## src/pmcmd_pkg.sv

```systemverilog
/*
  Constants, field layouts and carrier types for the power module management
  command block. Assumes the bus framing, checksum check and byte assembly of
  the management port are done outside and arrive as one decoded request.
*/
package pmcmd_pkg;

  // Command codes.
  localparam logic [7:0] CODE_CLEAR_ALL = 8'h03;
  localparam logic [7:0] CODE_CML       = 8'h7E;
  localparam logic [7:0] CODE_PROTO_REV = 8'h98;
  localparam logic [7:0] CODE_MTYPE     = 8'hD0;
  localparam logic [7:0] CODE_VOUT_GAIN = 8'hD1;
  localparam logic [7:0] CODE_VOUT_OFS  = 8'hD2;
  localparam logic [7:0] CODE_VIN_GAIN  = 8'hD3;
  localparam logic [7:0] CODE_VIN_OFS   = 8'hD4;
  localparam logic [7:0] CODE_IOUT_GAIN = 8'hD6;
  localparam logic [7:0] CODE_IOUT_OFS  = 8'hD7;
  localparam logic [7:0] CODE_FW_VER    = 8'hDB;
  localparam logic [7:0] CODE_ARA       = 8'hE0;
  localparam logic [7:0] CODE_PG_SENSE  = 8'hE2;
  localparam logic [7:0] CODE_DLS       = 8'hF0;

  // Transfer lengths in bytes.
  localparam logic [3:0] LEN_NONE  = 4'h0;
  localparam logic [3:0] LEN_BYTE  = 4'h1;
  localparam logic [3:0] LEN_WORD  = 4'h2;
  localparam logic [3:0] LEN_BLOCK = 4'hC;

  // Fault flag positions in comm_fault_flags.
  localparam int unsigned        BIT_BAD_CMD  = 7;
  localparam int unsigned        BIT_BAD_DATA = 6;
  localparam int unsigned        BIT_CHECKSUM = 5;
  localparam logic [7:0]         CML_MASK     = 8'hE0;

  // Protocol revision: part I in [7:5], bit 4 unused, part II in [3:0].
  localparam logic [2:0] REV_PART1 = 3'h2;
  localparam logic [3:0] REV_PART2 = 4'h2;

  // Module type field layout and reset values.
  localparam int unsigned BIT_WRITE_LOCK = 1;
  localparam int unsigned BIT_ISOLATED   = 7;
  localparam logic [4:0]  MTYPE_HI_RST   = 5'h00;
  localparam logic        WRITE_LOCK_RST = 1'b1;

  // Calibration limits and defaults.
  localparam logic [15:0] GAIN_MIN      = 16'h1999;
  localparam logic [15:0] GAIN_MAX      = 16'h2666;
  localparam logic [15:0] GAIN_UNITY    = 16'h2000;
  localparam logic [15:0] OFS_RST       = 16'h0000;
  localparam logic [4:0]  EXP_VOUT_OFS  = 5'h14;
  localparam logic [4:0]  EXP_VIN_OFS   = 5'h1D;
  localparam logic [4:0]  EXP_IOUT_OFS  = 5'h1C;

  // Other register fields.
  localparam int unsigned BIT_ARA_EN   = 4;
  localparam logic        ARA_RST      = 1'b0;
  localparam logic        PG_SENSE_RST = 1'b1;

  typedef struct packed {
    logic        valid;
    logic        write;
    logic [7:0]  code;
    logic [3:0]  len;
    logic        pec_bad;
    logic [95:0] data;
  } pmcmd_req_s;

  typedef struct packed {
    logic        valid;
    logic [3:0]  len;
    logic [95:0] data;
  } pmcmd_rsp_s;

  typedef struct packed {
    logic [15:0] vout_gain;
    logic [15:0] vout_ofs;
    logic [15:0] vin_gain;
    logic [15:0] vin_ofs;
    logic [15:0] iout_gain;
    logic [15:0] iout_ofs;
  } pmcmd_cal_s;

  localparam pmcmd_cal_s CAL_RST = '{GAIN_UNITY, OFS_RST, GAIN_UNITY, OFS_RST,
                                     GAIN_UNITY, OFS_RST};

endpackage

```

## src/pmcmd_regs.sv

```systemverilog
/*
  Command register bank of the power module management port. Assumes each
  bus transaction arrives as one decoded request with its checksum already
  checked, and that a flash controller outside restores and keeps calibration.
*/
// Operation
// - Fault flags: bit 7 unknown command, 6 bad data, 5 checksum; each clearable.
// - Revision byte: part I in 7:5, part II in 3:0, bit 4 unused.
// - Module type is 16 bits; low byte designation 7:2, lock bit 1, bit 0 zero.
// - Designation top bit is 1 for isolated units, 0 for non-isolated.
// - High byte bits 2:0 read-only; other high bits and low byte bits 7:1 writable.
// - Lock bit blocks writes to calibration registers and the date block.
// - Voltage gain and offset trims persist in flash across power cycles.
// - Gain trims accept 0x1999 to 0x2666 only; voltage gains default 0x2000.
// - Offset trims need exponent -12, -3 and -4 for vout, vin and iout.
// - Firmware version is read-only, four decimal digits major.minor.patch.
// - Alert-response bit 4 clear: answer at strapped address during alert.
// - Bit 4 set: answer only the alert address; bits 7:5 read zero; resets zero.
// - Power-good sense bit 0 picks pin polarity, defaults 1; bits 7:1 read-only.
// - Date block moves as exactly twelve bytes in both directions.
module pmcmd_regs #(
  parameter logic [5:0]  MODULE_DESIG = 6'h20,  // Arbitrary value.
  parameter logic [15:0] FW_VERSION   = 16'h0100  // Arbitrary value.
) (
  input  wire logic                core_clk,
  input  wire logic                arst_n,
  input  wire pmcmd_pkg::pmcmd_req_s req,
  output pmcmd_pkg::pmcmd_rsp_s    rsp,
  input  wire logic                nvm_load,
  input  wire pmcmd_pkg::pmcmd_cal_s nvm_image,
  output logic                     nvm_store,
  output pmcmd_pkg::pmcmd_cal_s    nvm_data,
  input  wire logic                alert_active,
  output logic                     ara_only,
  input  wire logic                power_ok_raw,
  output logic                     power_ok_pin
);
  import pmcmd_pkg::*;

  typedef struct packed {
    logic [7:0]  flags;
    logic [4:0]  mtype_hi;
    logic [5:0]  desig;
    logic        lock;
    pmcmd_cal_s  cal;
    logic        ara_en;
    logic        pg_sense;
    logic [95:0] dls;
    pmcmd_rsp_s  rsp;
    logic        store;
    logic        ara_only;
    logic        pg_pin;
  } pmcmd_state_s;

  pmcmd_state_s st_q;
  pmcmd_state_s st_d;

  function automatic logic gain_ok(input logic [15:0] v);
    return (v >= GAIN_MIN) && (v <= GAIN_MAX);
  endfunction

  logic        set_cmd;
  logic        set_data;
  logic        set_pec;
  logic [7:0]  clr;
  logic [15:0] wr;
  logic        locked;

  assign wr     = req.data[15:0];
  assign locked = st_q.lock;

  always_comb begin
    st_d          = st_q;
    st_d.rsp      = '0;
    st_d.store    = 1'b0;
    set_cmd       = 1'b0;
    set_data      = 1'b0;
    set_pec       = 1'b0;
    clr           = '0;
    if (nvm_load) begin
      st_d.cal = nvm_image;
    end
    if (req.valid) begin
      st_d.rsp.valid = 1'b1;
      if (req.pec_bad) begin
        set_pec = 1'b1;
      end else if (req.write) begin
        unique case (req.code)
          CODE_CLEAR_ALL: clr = CML_MASK;
          CODE_CML: begin
            if (req.len != LEN_BYTE) begin
              set_data = 1'b1;
            end else begin
              clr = wr[7:0] & CML_MASK;
            end
          end
          CODE_MTYPE: begin
            // A non-isolated designation is refused so the part cannot lie about itself.
            if (req.len != LEN_WORD || !wr[BIT_ISOLATED]) begin
              set_data = 1'b1;
            end else begin
              st_d.mtype_hi = wr[15:11];
              st_d.desig    = wr[7:2];
              st_d.lock     = wr[BIT_WRITE_LOCK];
            end
          end
          CODE_VOUT_GAIN, CODE_VIN_GAIN, CODE_IOUT_GAIN: begin
            if (req.len != LEN_WORD || locked || !gain_ok(wr)) begin
              set_data = 1'b1;
            end else begin
              st_d.store = 1'b1;
              if (req.code == CODE_VOUT_GAIN) begin
                st_d.cal.vout_gain = wr;
              end else if (req.code == CODE_VIN_GAIN) begin
                st_d.cal.vin_gain = wr;
              end else begin
                st_d.cal.iout_gain = wr;
              end
            end
          end
          CODE_VOUT_OFS: begin
            if (req.len != LEN_WORD || locked || wr[15:11] != EXP_VOUT_OFS) begin
              set_data = 1'b1;
            end else begin
              st_d.cal.vout_ofs = wr;
              st_d.store        = 1'b1;
            end
          end
          CODE_VIN_OFS: begin
            if (req.len != LEN_WORD || locked || wr[15:11] != EXP_VIN_OFS) begin
              set_data = 1'b1;
            end else begin
              st_d.cal.vin_ofs = wr;
              st_d.store       = 1'b1;
            end
          end
          CODE_IOUT_OFS: begin
            if (req.len != LEN_WORD || locked || wr[15:11] != EXP_IOUT_OFS) begin
              set_data = 1'b1;
            end else begin
              st_d.cal.iout_ofs = wr;
              st_d.store        = 1'b1;
            end
          end
          CODE_PROTO_REV, CODE_FW_VER: ;
          CODE_ARA: begin
            if (req.len != LEN_BYTE) begin
              set_data = 1'b1;
            end else begin
              st_d.ara_en = wr[BIT_ARA_EN];
            end
          end
          CODE_PG_SENSE: begin
            if (req.len != LEN_BYTE) begin
              set_data = 1'b1;
            end else begin
              st_d.pg_sense = wr[0];
            end
          end
          CODE_DLS: begin
            if (req.len != LEN_BLOCK || locked) begin
              set_data = 1'b1;
            end else begin
              st_d.dls = req.data;
            end
          end
          default: set_cmd = 1'b1;
        endcase
      end else begin
        unique case (req.code)
          CODE_CML: begin
            st_d.rsp.len  = LEN_BYTE;
            st_d.rsp.data = {88'h0, st_q.flags & CML_MASK};
          end
          CODE_PROTO_REV: begin
            st_d.rsp.len  = LEN_BYTE;
            st_d.rsp.data = {88'h0, REV_PART1, 1'b0, REV_PART2};
          end
          CODE_MTYPE: begin
            st_d.rsp.len  = LEN_WORD;
            st_d.rsp.data = {80'h0, st_q.mtype_hi, 3'h0, st_q.desig, st_q.lock, 1'b0};
          end
          CODE_VOUT_GAIN: begin
            st_d.rsp.len  = LEN_WORD;
            st_d.rsp.data = {80'h0, st_q.cal.vout_gain};
          end
          CODE_VOUT_OFS: begin
            st_d.rsp.len  = LEN_WORD;
            st_d.rsp.data = {80'h0, st_q.cal.vout_ofs};
          end
          CODE_VIN_GAIN: begin
            st_d.rsp.len  = LEN_WORD;
            st_d.rsp.data = {80'h0, st_q.cal.vin_gain};
          end
          CODE_VIN_OFS: begin
            st_d.rsp.len  = LEN_WORD;
            st_d.rsp.data = {80'h0, st_q.cal.vin_ofs};
          end
          CODE_IOUT_GAIN: begin
            st_d.rsp.len  = LEN_WORD;
            st_d.rsp.data = {80'h0, st_q.cal.iout_gain};
          end
          CODE_IOUT_OFS: begin
            st_d.rsp.len  = LEN_WORD;
            st_d.rsp.data = {80'h0, st_q.cal.iout_ofs};
          end
          CODE_FW_VER: begin
            st_d.rsp.len  = LEN_WORD;
            st_d.rsp.data = {80'h0, FW_VERSION};
          end
          CODE_ARA: begin
            st_d.rsp.len  = LEN_BYTE;
            st_d.rsp.data = {88'h0, 3'h0, st_q.ara_en, 4'h0};
          end
          CODE_PG_SENSE: begin
            st_d.rsp.len  = LEN_BYTE;
            st_d.rsp.data = {88'h0, 7'h0, st_q.pg_sense};
          end
          CODE_DLS: begin
            st_d.rsp.len  = LEN_BLOCK;
            st_d.rsp.data = st_q.dls;
          end
          default: set_cmd = 1'b1;
        endcase
      end
    end
    // A new fault wins over a clear that lands in the same cycle.
    st_d.flags = (st_q.flags & ~clr) | ({set_cmd, set_data, set_pec, 5'h0});
    st_d.ara_only = st_q.ara_en & alert_active;
    st_d.pg_pin   = st_q.pg_sense ? power_ok_raw : ~power_ok_raw;
  end

  always_ff @(posedge core_clk or negedge arst_n) begin
    if (!arst_n) begin
      st_q          <= '0;
      st_q.mtype_hi <= MTYPE_HI_RST;
      st_q.desig    <= MODULE_DESIG | 6'h20;
      st_q.lock     <= WRITE_LOCK_RST;
      st_q.cal      <= CAL_RST;
      st_q.ara_en   <= ARA_RST;
      st_q.pg_sense <= PG_SENSE_RST;
    end else begin
      st_q <= st_d;
    end
  end

  assign rsp          = st_q.rsp;
  assign nvm_store    = st_q.store;
  assign nvm_data     = st_q.cal;
  assign ara_only     = st_q.ara_only;
  assign power_ok_pin = st_q.pg_pin;
endmodule

```

## config.mk

```make
export PLATFORM = sky130hd
export DESIGN_NAME = pmcmd_regs
export DESIGN_NICKNAME = d
export VERILOG_FILES = /design/src/pmcmd_pkg.sv /design/src/pmcmd_regs.sv
export SDC_FILE = /design/constraint.sdc
export NUM_CORES = 1
export LEC_CHECK = 0
export ABC_AREA = 0
export BUFFER_PORTS_ARGS = -buffer_cell sky130_fd_sc_hd__buf_4
export CAP_MARGIN = 0
export CORE_MARGIN = 4
export CORE_UTILIZATION = 49
export CTS_BUF_LIST = sky130_fd_sc_hd__clkbuf_8
export DETAILED_ROUTE_END_ITERATION = 16
export PLACE_DENSITY = 0.74
export SLEW_MARGIN = 20
export SYNTH_ARGS = -nofsm -noshare
export SYNTH_HDL_FRONTEND = slang
export SYNTH_SLANG_ARGS = --single-unit
```

## constraint.sdc

```tcl
create_clock -name core_clk -period 2.3 [get_ports core_clk]
set_input_delay 0.46 -clock core_clk [delete_from_list [all_inputs] [get_ports core_clk]]
set_output_delay 0.46 -clock core_clk [all_outputs]
set_load 0.05 [all_outputs]
```

==> results of run 1 <==
-- layout make-up --
type / count / area (um2) / share of cell area
clock inverter: 32 / 236 / 0.0123
inverter: 3 / 11.3 / 0.000588
tap: 396 / 495 / 0.0259
sequential: 312 / 7820 / 0.408
timing repair buffer: 521 / 4150 / 0.216
multi-input combinational: 679 / 5590 / 0.292
clock buffer: 63 / 867 / 0.0452
-- layer usage --
metal | up-vias | global-route usage | routed length (um) | part of all wire
met4 | 0 | 0.0763 | 1350 | 0.031
met5 | - | 0 | 0 | 0
met1 | 5228 | 0.324 | 17700 | 0.41
met2 | 478 | 0.424 | 21400 | 0.49
li1 | 4841 | - | - | -
met3 | 91 | 0.0529 | 3220 | 0.074
-- cells by family after synthesis --
logic type | after synthesis | synth area share
AOI/OAI and AO/OA | 144 | 0.0701
xor gates and xnor gates | 1 | 0.000575
buffers and inverters | 279 | 0.123
DFF | 312 | 0.513
muxes | 276 | 0.203
and+or+nand+nor | 258 | 0.0910
-- synthesized netlist by cell type (all sizes together) (2+ instances only) --
| cell | n | share of area |
|---|---|---|
| o22a | 3 | 0.0017 |
| buf | 228 | 0.11 |
| or3 | 2 | 0.00082 |
| and4 | 2 | 0.0011 |
| a2111oi | 2 | 0.0011 |
| mux2i | 68 | 0.045 |
| nand4 | 6 | 0.0025 |
| clkbuf | 48 | 0.012 |
| dfstp | 6 | 0.010 |
| nor2b | 9 | 0.0037 |
| dfrtp | 306 | 0.50 |
| o22ai | 4 | 0.0016 |
| nor4 | 4 | 0.0016 |
| inv | 3 | 0.00074 |
| a31o | 3 | 0.0017 |
| o311a | 2 | 0.0013 |
| a21oi | 56 | 0.018 |
| a221oi | 8 | 0.0057 |
| nand2b | 6 | 0.0025 |
| nor2 | 75 | 0.019 |
| nand2 | 25 | 0.0062 |
| or4 | 5 | 0.0027 |
| nor3 | 12 | 0.0039 |
| or2 | 6 | 0.0025 |
| o21ai | 5 | 0.0016 |
| a21o | 2 | 0.00099 |
| o2111ai | 3 | 0.0052 |
| o211ai | 2 | 0.00099 |
| a211o | 3 | 0.0017 |
| nand3 | 6 | 0.0020 |
| a31oi | 7 | 0.0029 |
| o31ai | 4 | 0.0029 |
| mux2 | 208 | 0.16 |
| a22oi | 20 | 0.0099 |
| and2 | 89 | 0.037 |
| o21a | 2 | 0.00099 |
| a222oi | 8 | 0.0053 |
| nand4b | 5 | 0.0029 |
-- critical path: cells and delay by family, from the launching register on --
family,cells,cell delay [ns]
AOI/OAI and AO/OA,3,0.64
DFF,1,0.39
muxes,1,0.20
and+or+nand+nor,1,0.54
buffers and inverters,2,0.36
-- where the power goes --
group	internal, mW	switching, mW
sequential	5.67	0.195
combinational	0.839	1.23
clock	2.84	2.24
total	9.35	3.67
-- repair_timing --
action	4_1_cts	5_1_grt
pin swaps	0	0
endpoints found under the setup margin	1	6
endpoints found under the hold margin	40	0
hold buffers	1	0
gates resized for setup	1	2
setup buffers	0	0
-- state kept, by name, summed over array words and instances (netlist names) --
| register | flops |
|---|---|
| st_q | 112 |
| rsp | 100 |
| nvm_data | 96 |
| ara_only | 1 |
| locked | 1 |
| nvm_store | 1 |
| power_ok_pin | 1 |
-- metrics by stage --
step	cell area, um2	power (mW)
after floorplan	15300	7.27
after global routing	19200	13.5
after global placement	18000	8.02
after detailed placement	18000	8.03
final	19200	13.0
after CTS	19200	13.1
-- placed cells by master (no fill, tap or decap), types with 23 or more instances in the layout --
cell type,synthesis,routed
buf_4,198,501
dfrtp_1,306,306
mux2_2,190,190
and2_1,89,89
nor2_1,73,71
mux2i_1,68,68
clkbuf_8,0,63
a21oi_1,56,56
nand2_1,25,25
inv_1,3,23
-- path summary, 6_finish.rpt --
kind | endpoint | slack [ns] | depth (start not counted)
hold / removal | power_ok_pin | 0.04 | 2
setup reg to reg | nvm_data[92] | 0.05 | 7
min in group asynchronous | st_q[167] | 0.38 | 2
setup / recovery | nvm_data[92] | 0.05 | 7
max in group asynchronous | nvm_data[38] | 1.14 | 3
hold reg to reg | rsp[45] | 0.47 | 1
==> results.sh, run 1 <==
export IMPL_crit_fanout=14
export IMPL_grt_max_degree=66
export IMPL_ys_ff_latch=312
export IMPL_clock_sinks=312
export IMPL_layout_setup_ws_ns=0.0467
export IMPL_power_density_nw_per_um2=679
export IMPL_num_antenna_cells=0
export IMPL_start_util=0.497
export IMPL_area_delta_synth_final_pct=25.8
export IMPL_cp_cell_sequence="or4_4 > a211o_1 > o31ai_4 > o2111ai_4 > buf_12 > buf_4 > mux2i_1"
export IMPL_grt_pass1_wl_um=65800
export IMPL_fin_nets=1781
export IMPL_synthCells=1270
export IMPL_die_height_um=184
export IMPL_routed_wl_um=43700
export IMPL_cp_startpoint="locked"
export IMPL_die_area_um2=34000
export IMPL_syn_avg_cell_area_um2=12.0
export IMPL_irDropWorstVdd_mv=0.406
export IMPL_rsz0062_at_grt="no"
export IMPL_finalHoldViolCount=0
export IMPL_die_w_um=184
export IMPL_syn_nets=1482
export IMPL_setup_viol=0
export IMPL_pre_cts_slack_ns=-0.189
export IMPL_synth_edf_count=0
export IMPL_slew_violations=0
export IMPL_p_leak_nw=9.68
export IMPL_endpoint_kind="register"
export IMPL_ys_warn_count=0
export IMPL_synth_area_um2=15200
export IMPL_fill_cells=2384
export IMPL_async_reset_ff_frac=1.00
export IMPL_timing_hold_ws_ns=0.0428
export IMPL_rr_startpoint="locked"
export IMPL_fin_cells=2006
export IMPL_cts_tree="built"
export IMPL_h_tree_depth=2
export IMPL_first_pass_iters=5
export IMPL_grt_use_total=0.250
export IMPL_seq_area_frac_synth=0.513
export IMPL_post_drt_via_cell_ratio=5.30
export IMPL_tns_ns=0
export IMPL_clk_insertion_delay_late_ns=0.59
export IMPL_min_path_type="in2reg"
export IMPL_status="finished, final reports clean"
export IMPL_hpwl_um=32900
export IMPL_drive_above_1_share=0.516
export IMPL_grt_overflow=0
export IMPL_drv_cap=0
export IMPL_hp_start="power_ok_raw"
export IMPL_max_stage_delay_ns=0.54
export IMPL_max_freq_mhz=444
export IMPL_dp_cells=1910
export IMPL_antenna_found_initial=0
export IMPL_ant_nets=0
export IMPL_period_share=0.980
export IMPL_ys_flop_type="dfrtp_1"
export IMPL_min_period_ns=2.25
export IMPL_num_vias=10638
export IMPL_skew_ns=0.0278
export IMPL_tightestPinTransition_ns=0.541
export IMPL_cts_root_buf="clkbuf_8"
export IMPL_crit_arrival_ns=2.73
export IMPL_slew_headroom=0.637
export IMPL_cts_made_buffers=52
export IMPL_grt_pass1_vias=11199
export IMPL_avgRoutedWirePerCell_um=21.8
export IMPL_rows=64
export IMPL_synth_cell_types=65
export IMPL_io_pins=412
export IMPL_crit_required_ns=2.78
export IMPL_worstSetupPathType="reg2reg"
export IMPL_clock_path_buffers=3
export IMPL_route_detailed_drc=0
export IMPL_crit_path_start_kind="register"
export IMPL_place_gp_congestion=0.982
export IMPL_port_buffer_count=411
export IMPL_core_um2=30700
export IMPL_slowest_stage="or4_4"
export IMPL_postLayoutCoreUtil=0.625
export IMPL_clkSlewWorstSetupHoldPaths_ns=0.07
export IMPL_drt_initial_drc_count=545
Power figures use the tool's default switching activity.
==> run 2, diff against run 1 <==
--- a/config.mk
+++ b/config.mk
@@ -8,11 +8,13 @@
 export ABC_AREA = 0
 export BUFFER_PORTS_ARGS = -buffer_cell sky130_fd_sc_hd__buf_4
 export CAP_MARGIN = 0
+export CELL_PAD_IN_SITES_DETAIL_PLACEMENT = 1
+export CELL_PAD_IN_SITES_GLOBAL_PLACEMENT = 2
 export CORE_MARGIN = 4
-export CORE_UTILIZATION = 49
+export CORE_UTILIZATION = 32
 export CTS_BUF_LIST = sky130_fd_sc_hd__clkbuf_8
 export DETAILED_ROUTE_END_ITERATION = 16
-export PLACE_DENSITY = 0.74
+export PLACE_DENSITY = 0.75
 export SLEW_MARGIN = 20
 export SYNTH_ARGS = -nofsm -noshare
 export SYNTH_HDL_FRONTEND = slang
==> results.sh, run 2 (synthesis results as in run 1) <==
export IMPL_num_vias=10720
export IMPL_largest_register="st_q"
export IMPL_slew_violations=0
export IMPL_clock_path_buffers=3
export IMPL_core_um2=46900
export IMPL_h_tree_depth=2
export IMPL_clk_insertion_delay_late_ns=0.61
export IMPL_max_stage_delay_ns=0.54
export IMPL_clock_sinks=312
export IMPL_route_detailed_drc=0
export IMPL_cts_tree="built"
export IMPL_path_delay_family="simple AND/OR/NAND/NOR gates"
export IMPL_slowest_stage="or4_4"
export IMPL_endpoint_kind="register"
export IMPL_cp_cell_sequence="or4_4 > a211o_1 > o31ai_4 > buf_6 > o2111ai_4 > buf_4 > mux2_4"
export IMPL_grt_use_total=0.193
export IMPL_crit_fanout=7
export IMPL_irDropWorstVdd_mv=0.320
export IMPL_post_drt_via_cell_ratio=4.77
export IMPL_die_w_um=226
export IMPL_worstSetupPathType="reg2reg"
export IMPL_timing_hold_ws_ns=0.0710
export IMPL_drt_initial_drc_count=569
export IMPL_io_pins=412
export IMPL_cts_made_buffers=54
export IMPL_largest_register_ffs=112
export IMPL_die_area_um2=51200
export IMPL_routed_wl_um=50700
export IMPL_setup_viol=0
export IMPL_start_util=0.325
export IMPL_period_share=0.979
export IMPL_total_power_mw=12.9
export IMPL_crit_required_ns=2.79
export IMPL_min_period_ns=2.25
export IMPL_final_cell_mix="buf_4, dfrtp_1, mux2_2, and2_1, nor2_1"
export IMPL_area_delta_synth_final_pct=29.1
export IMPL_fin_nets=1808
export IMPL_first_pass_iters=5
export IMPL_skew_ns=0.0168
export IMPL_slew_headroom=0.560
export IMPL_min_path_type="in2reg"
export IMPL_tns_ns=0
export IMPL_max_freq_mhz=444
export IMPL_crit_arrival_ns=2.74
export IMPL_crit_path_start_kind="register"
export IMPL_grt_max_degree=57
export IMPL_grt_overflow=0
export IMPL_drv_cap=0
export IMPL_tightestPinTransition_ns=0.657
export IMPL_postLayoutCoreUtil=0.420
export IMPL_grt_pass1_wl_um=75000
export IMPL_r2r_slack_ns=0.05
export IMPL_rows=79
export IMPL_path_buf_inv=2
export IMPL_finalHoldViolCount=0
export IMPL_cts_root_buf="clkbuf_8"
export IMPL_status="finished, final reports clean"
export IMPL_dp_cells=2141
export IMPL_place_gp_congestion=0.871
export IMPL_grt_pass1_vias=11969
export IMPL_hpwl_um=38800
export IMPL_ant_nets=0
export IMPL_power_density_nw_per_um2=656
export IMPL_port_buffer_count=411
export IMPL_final_common_cell="buf_4"
export IMPL_clkSlewWorstSetupHoldPaths_ns=0.07
export IMPL_die_height_um=226
export IMPL_avgRoutedWirePerCell_um=22.6
export IMPL_antenna_found_initial=3
export IMPL_drive_above_1_share=0.516
export IMPL_fin_cells=2246
export IMPL_p_leak_nw=9.82
-- run 2: area by class of cell --
type / count / area [um2]
fill: 5027 / 27200
sequential: 312 / 7820
multi-input combinational: 679 / 5600
timing repair buffer: 546 / 4430
clock buffer: 65 / 895
tap: 607 / 759
clock inverter: 33 / 164
inverter: 3 / 11.3
antenna: 1 / 2.50
-- run 2: power by group --
group          leakage [nW]  internal (mW)  switching (mW)
combinational          5.08          0.862            1.26
clock                 0.634           2.65            2.26
sequential             4.11           5.67           0.199
total                  9.82           9.19            3.72
-- run 2: worst paths after layout --
path	end	depth (start not counted)	startpoint
hold / removal	nvm_data[43]	3	nvm_image[43]
setup reg to reg	nvm_data[57]	7	locked
max in group asynchronous	nvm_data[93]	3	arst_n
min in group asynchronous	rsp[35]	2	arst_n
hold reg to reg	rsp[95]	1	st_q[199]
setup / recovery	nvm_data[57]	7	locked
-- run 2: tightest hold or removal path, cell delays in order --
cell and delay (ns):
buf_4 0.08, mux2i_1 0.05, nand2_1 0.06
-- run 2: per-layer routing --
| metal | GRT usage | vias to the layer above | share of wire |
|---|---|---|---|
| met3 | 0.0591 | 74 | 0.078 |
| met2 | 0.324 | 400 | 0.49 |
| met1 | 0.243 | 5352 | 0.42 |
| li1 | - | 4888 | - |
| met4 | 0.0540 | 6 | 0.021 |
| met5 | 0 | - | 0.00063 |
-- run 2: repair_timing --
action / CTS / global route
hold buffers: 5 / 0
pin swaps: 0 / 3
gates resized for setup: 2 / 3
gates cloned: 0 / 0
endpoints found under the setup margin: 1 / 8
setup buffers: 0 / 1
hold endpoints to repair: 49 / 0
-- run 2: stage by stage --
step | setup WS [ns] | instance area, um2
6_report | 0.0492 | 19700
5_1_grt | -0.00981 | 19700
4_1_cts | 0.0117 | 19600
3_5_place_dp | -0.594 | 18500
3_3_place_gp | -0.667 | 18500
2_1_floorplan | 0.00916 | 15300
==> run 3, diff against run 2 <==
--- a/config.mk
+++ b/config.mk
@@ -8,13 +8,10 @@
 export ABC_AREA = 0
 export BUFFER_PORTS_ARGS = -buffer_cell sky130_fd_sc_hd__buf_4
 export CAP_MARGIN = 0
-export CELL_PAD_IN_SITES_DETAIL_PLACEMENT = 1
-export CELL_PAD_IN_SITES_GLOBAL_PLACEMENT = 2
-export CORE_MARGIN = 4
-export CORE_UTILIZATION = 32
+export CORE_UTILIZATION = 49
 export CTS_BUF_LIST = sky130_fd_sc_hd__clkbuf_8
 export DETAILED_ROUTE_END_ITERATION = 16
-export PLACE_DENSITY = 0.75
+export PLACE_DENSITY = 0.74
 export SLEW_MARGIN = 20
 export SYNTH_ARGS = -nofsm -noshare
 export SYNTH_HDL_FRONTEND = slang
==> results.sh, run 3 (synthesis results as in run 1) <==
export IMPL_status="finished, final reports clean"
export IMPL_layout_setup_ws_ns=0.0710
export IMPL_route_detailed_drc=0
export IMPL_largest_register="st_q"
export IMPL_final_cell_mix="buf_4, dfrtp_1, mux2_2, and2_1, nor2_1"
export IMPL_dp_cells=1917
export IMPL_drive_above_1_share=0.515
export IMPL_clkSlewWorstSetupHoldPaths_ns=0.07
export IMPL_grt_max_degree=68
export IMPL_h_tree_depth=2
export IMPL_clk_insertion_delay_late_ns=0.59
export IMPL_die_height_um=178
export IMPL_drt_initial_drc_count=647
export IMPL_tns_ns=0
export IMPL_largest_register_ffs=112
export IMPL_r2r_slack_ns=0.07
export IMPL_crit_arrival_ns=2.69
export IMPL_cp_endpoint="nvm_data[52]"
export IMPL_rows=64
export IMPL_place_gp_congestion=0.952
export IMPL_grt_use_total=0.266
export IMPL_period_share=0.969
export IMPL_ant_nets=0
export IMPL_setup_viol=0
export IMPL_finalInstanceArea_um2=19200
export IMPL_clock_sinks=312
export IMPL_irDropWorstVdd_mv=0.451
export IMPL_cts_made_buffers=50
export IMPL_crit_path_start_kind="register"
export IMPL_r2r_end="nvm_data[52]"
export IMPL_antenna_found_initial=2
export IMPL_area_delta_synth_final_pct=25.8
export IMPL_routed_wl_um=42800
export IMPL_min_path_type="in2reg"
export IMPL_start_util=0.498
export IMPL_io_pins=412
export IMPL_endpoint_kind="register"
export IMPL_power_density_nw_per_um2=672
export IMPL_port_buffer_count=411
export IMPL_final_common_cell="buf_4"
export IMPL_finalHoldViolCount=0
export IMPL_first_pass_iters=5
export IMPL_slew_violations=0
export IMPL_avgRoutedWirePerCell_um=21.3
export IMPL_cp_startpoint="locked"
export IMPL_total_power_mw=12.9
export IMPL_clock_path_buffers=3
export IMPL_p_leak_nw=9.70
export IMPL_core_um2=30600
export IMPL_die_w_um=178
export IMPL_grt_overflow=0
export IMPL_crit_fanout=5
export IMPL_hpwl_um=32200
export IMPL_fin_nets=1786
export IMPL_skew_ns=0.0260
export IMPL_placed_area_um2=18100
export IMPL_rsz0062_at_grt="no"
export IMPL_fin_cells=2010
export IMPL_die_area_um2=31800
export IMPL_max_freq_mhz=449
export IMPL_num_vias=10842
export IMPL_crit_required_ns=2.76
export IMPL_pre_cts_slack_ns=-0.149
export IMPL_cts_root_buf="clkbuf_8"
export IMPL_drv_cap=0
export IMPL_grt_pass1_vias=11190
export IMPL_worstSetupPathType="reg2reg"
export IMPL_rr_startpoint="locked"
export IMPL_post_drt_via_cell_ratio=5.39
export IMPL_min_period_ns=2.23
export IMPL_grt_pass1_wl_um=64100
export IMPL_worst_r2r_cell_count=6
export IMPL_tightestPinTransition_ns=0.516
export IMPL_cts_tree="built"
export IMPL_slew_headroom=0.655
==> run 3: cell count changes in the layout (fill, tap and decap cells not counted), sizes merged, moves of 2 or more <==
cell,delta
inv,-3
clkinvlp,-3
bufinv,+2
buf,-14
clkbuf,-4
dlygate4sd3,-4
==> run 3: worst max-delay path: stages, from the launching register on <==
cell and delay, ns:
dfstp_2 0.37, or4_4 0.53, a211o_1 0.32, o31ai_4 0.14, o2111ai_4 0.23, buf_4 0.23, mux2_2 0.28
==> run 3: metal layers <==
metal  part of all wire  global-route usage  vias to the layer above
met3              0.093              0.0735                      107
met4              0.034               0.104                        2
li1                   -                   -                     4848
met5            0.00030                   0                        -
met2               0.49               0.439                      550
met1               0.39               0.331                     5335
==> run 3: repair_timing <==
item	4_1_cts	5_1_grt
endpoints found under the hold margin	43	0
hold buffers	1	0
setup buffers	0	0
setup endpoints to repair	0	1
gates resized for setup	0	2
==> run 3: layout make-up <==
class                   count  area, um2
multi-input cells         679       5590
clock inverters            30        215
fillers                  2425      11400
flip-flops and latches    312       7820
repair buffers            528       4200
clock buffers              61        840
diodes                      1       2.50
inverters                   3       11.3
well taps                 396        495
==> run 3: worst min-delay path by stage <==
stage                      start      endpoint  slack, ns  cells after the start
floorplan                 arst_n      ara_only       0.16                      0
global placement          arst_n       rsp[63]       0.42                      1
detailed placement        arst_n       rsp[62]       0.42                      1
CTS                 power_ok_raw  power_ok_pin       0.01                      2
global route            req[110]      rsp[100]       0.02                      1
finish                  req[110]      rsp[100]       0.04                      1
==> run 3: power breakdown <==
group          switching (mW)  total, mW  leakage [nW]  internal (mW)
Sequential              0.187       5.86          4.11           5.67
Combinational            1.24       2.07          4.97          0.838
Clock                    2.20       4.95         0.621           2.75
==> run 3: metrics by stage <==
| step | hold WS [ns] | utilization |
|---|---|---|
| 4_1_cts | 0.0117 | 0.626 |
| 3_5_place_dp | 0.424 | 0.592 |
| 5_1_grt | 0.0249 | 0.627 |
| 2_1_floorplan | 0.164 | - |
| 6_report | 0.0444 | 0.627 |
| 3_3_place_gp | 0.419 | 0.592 |
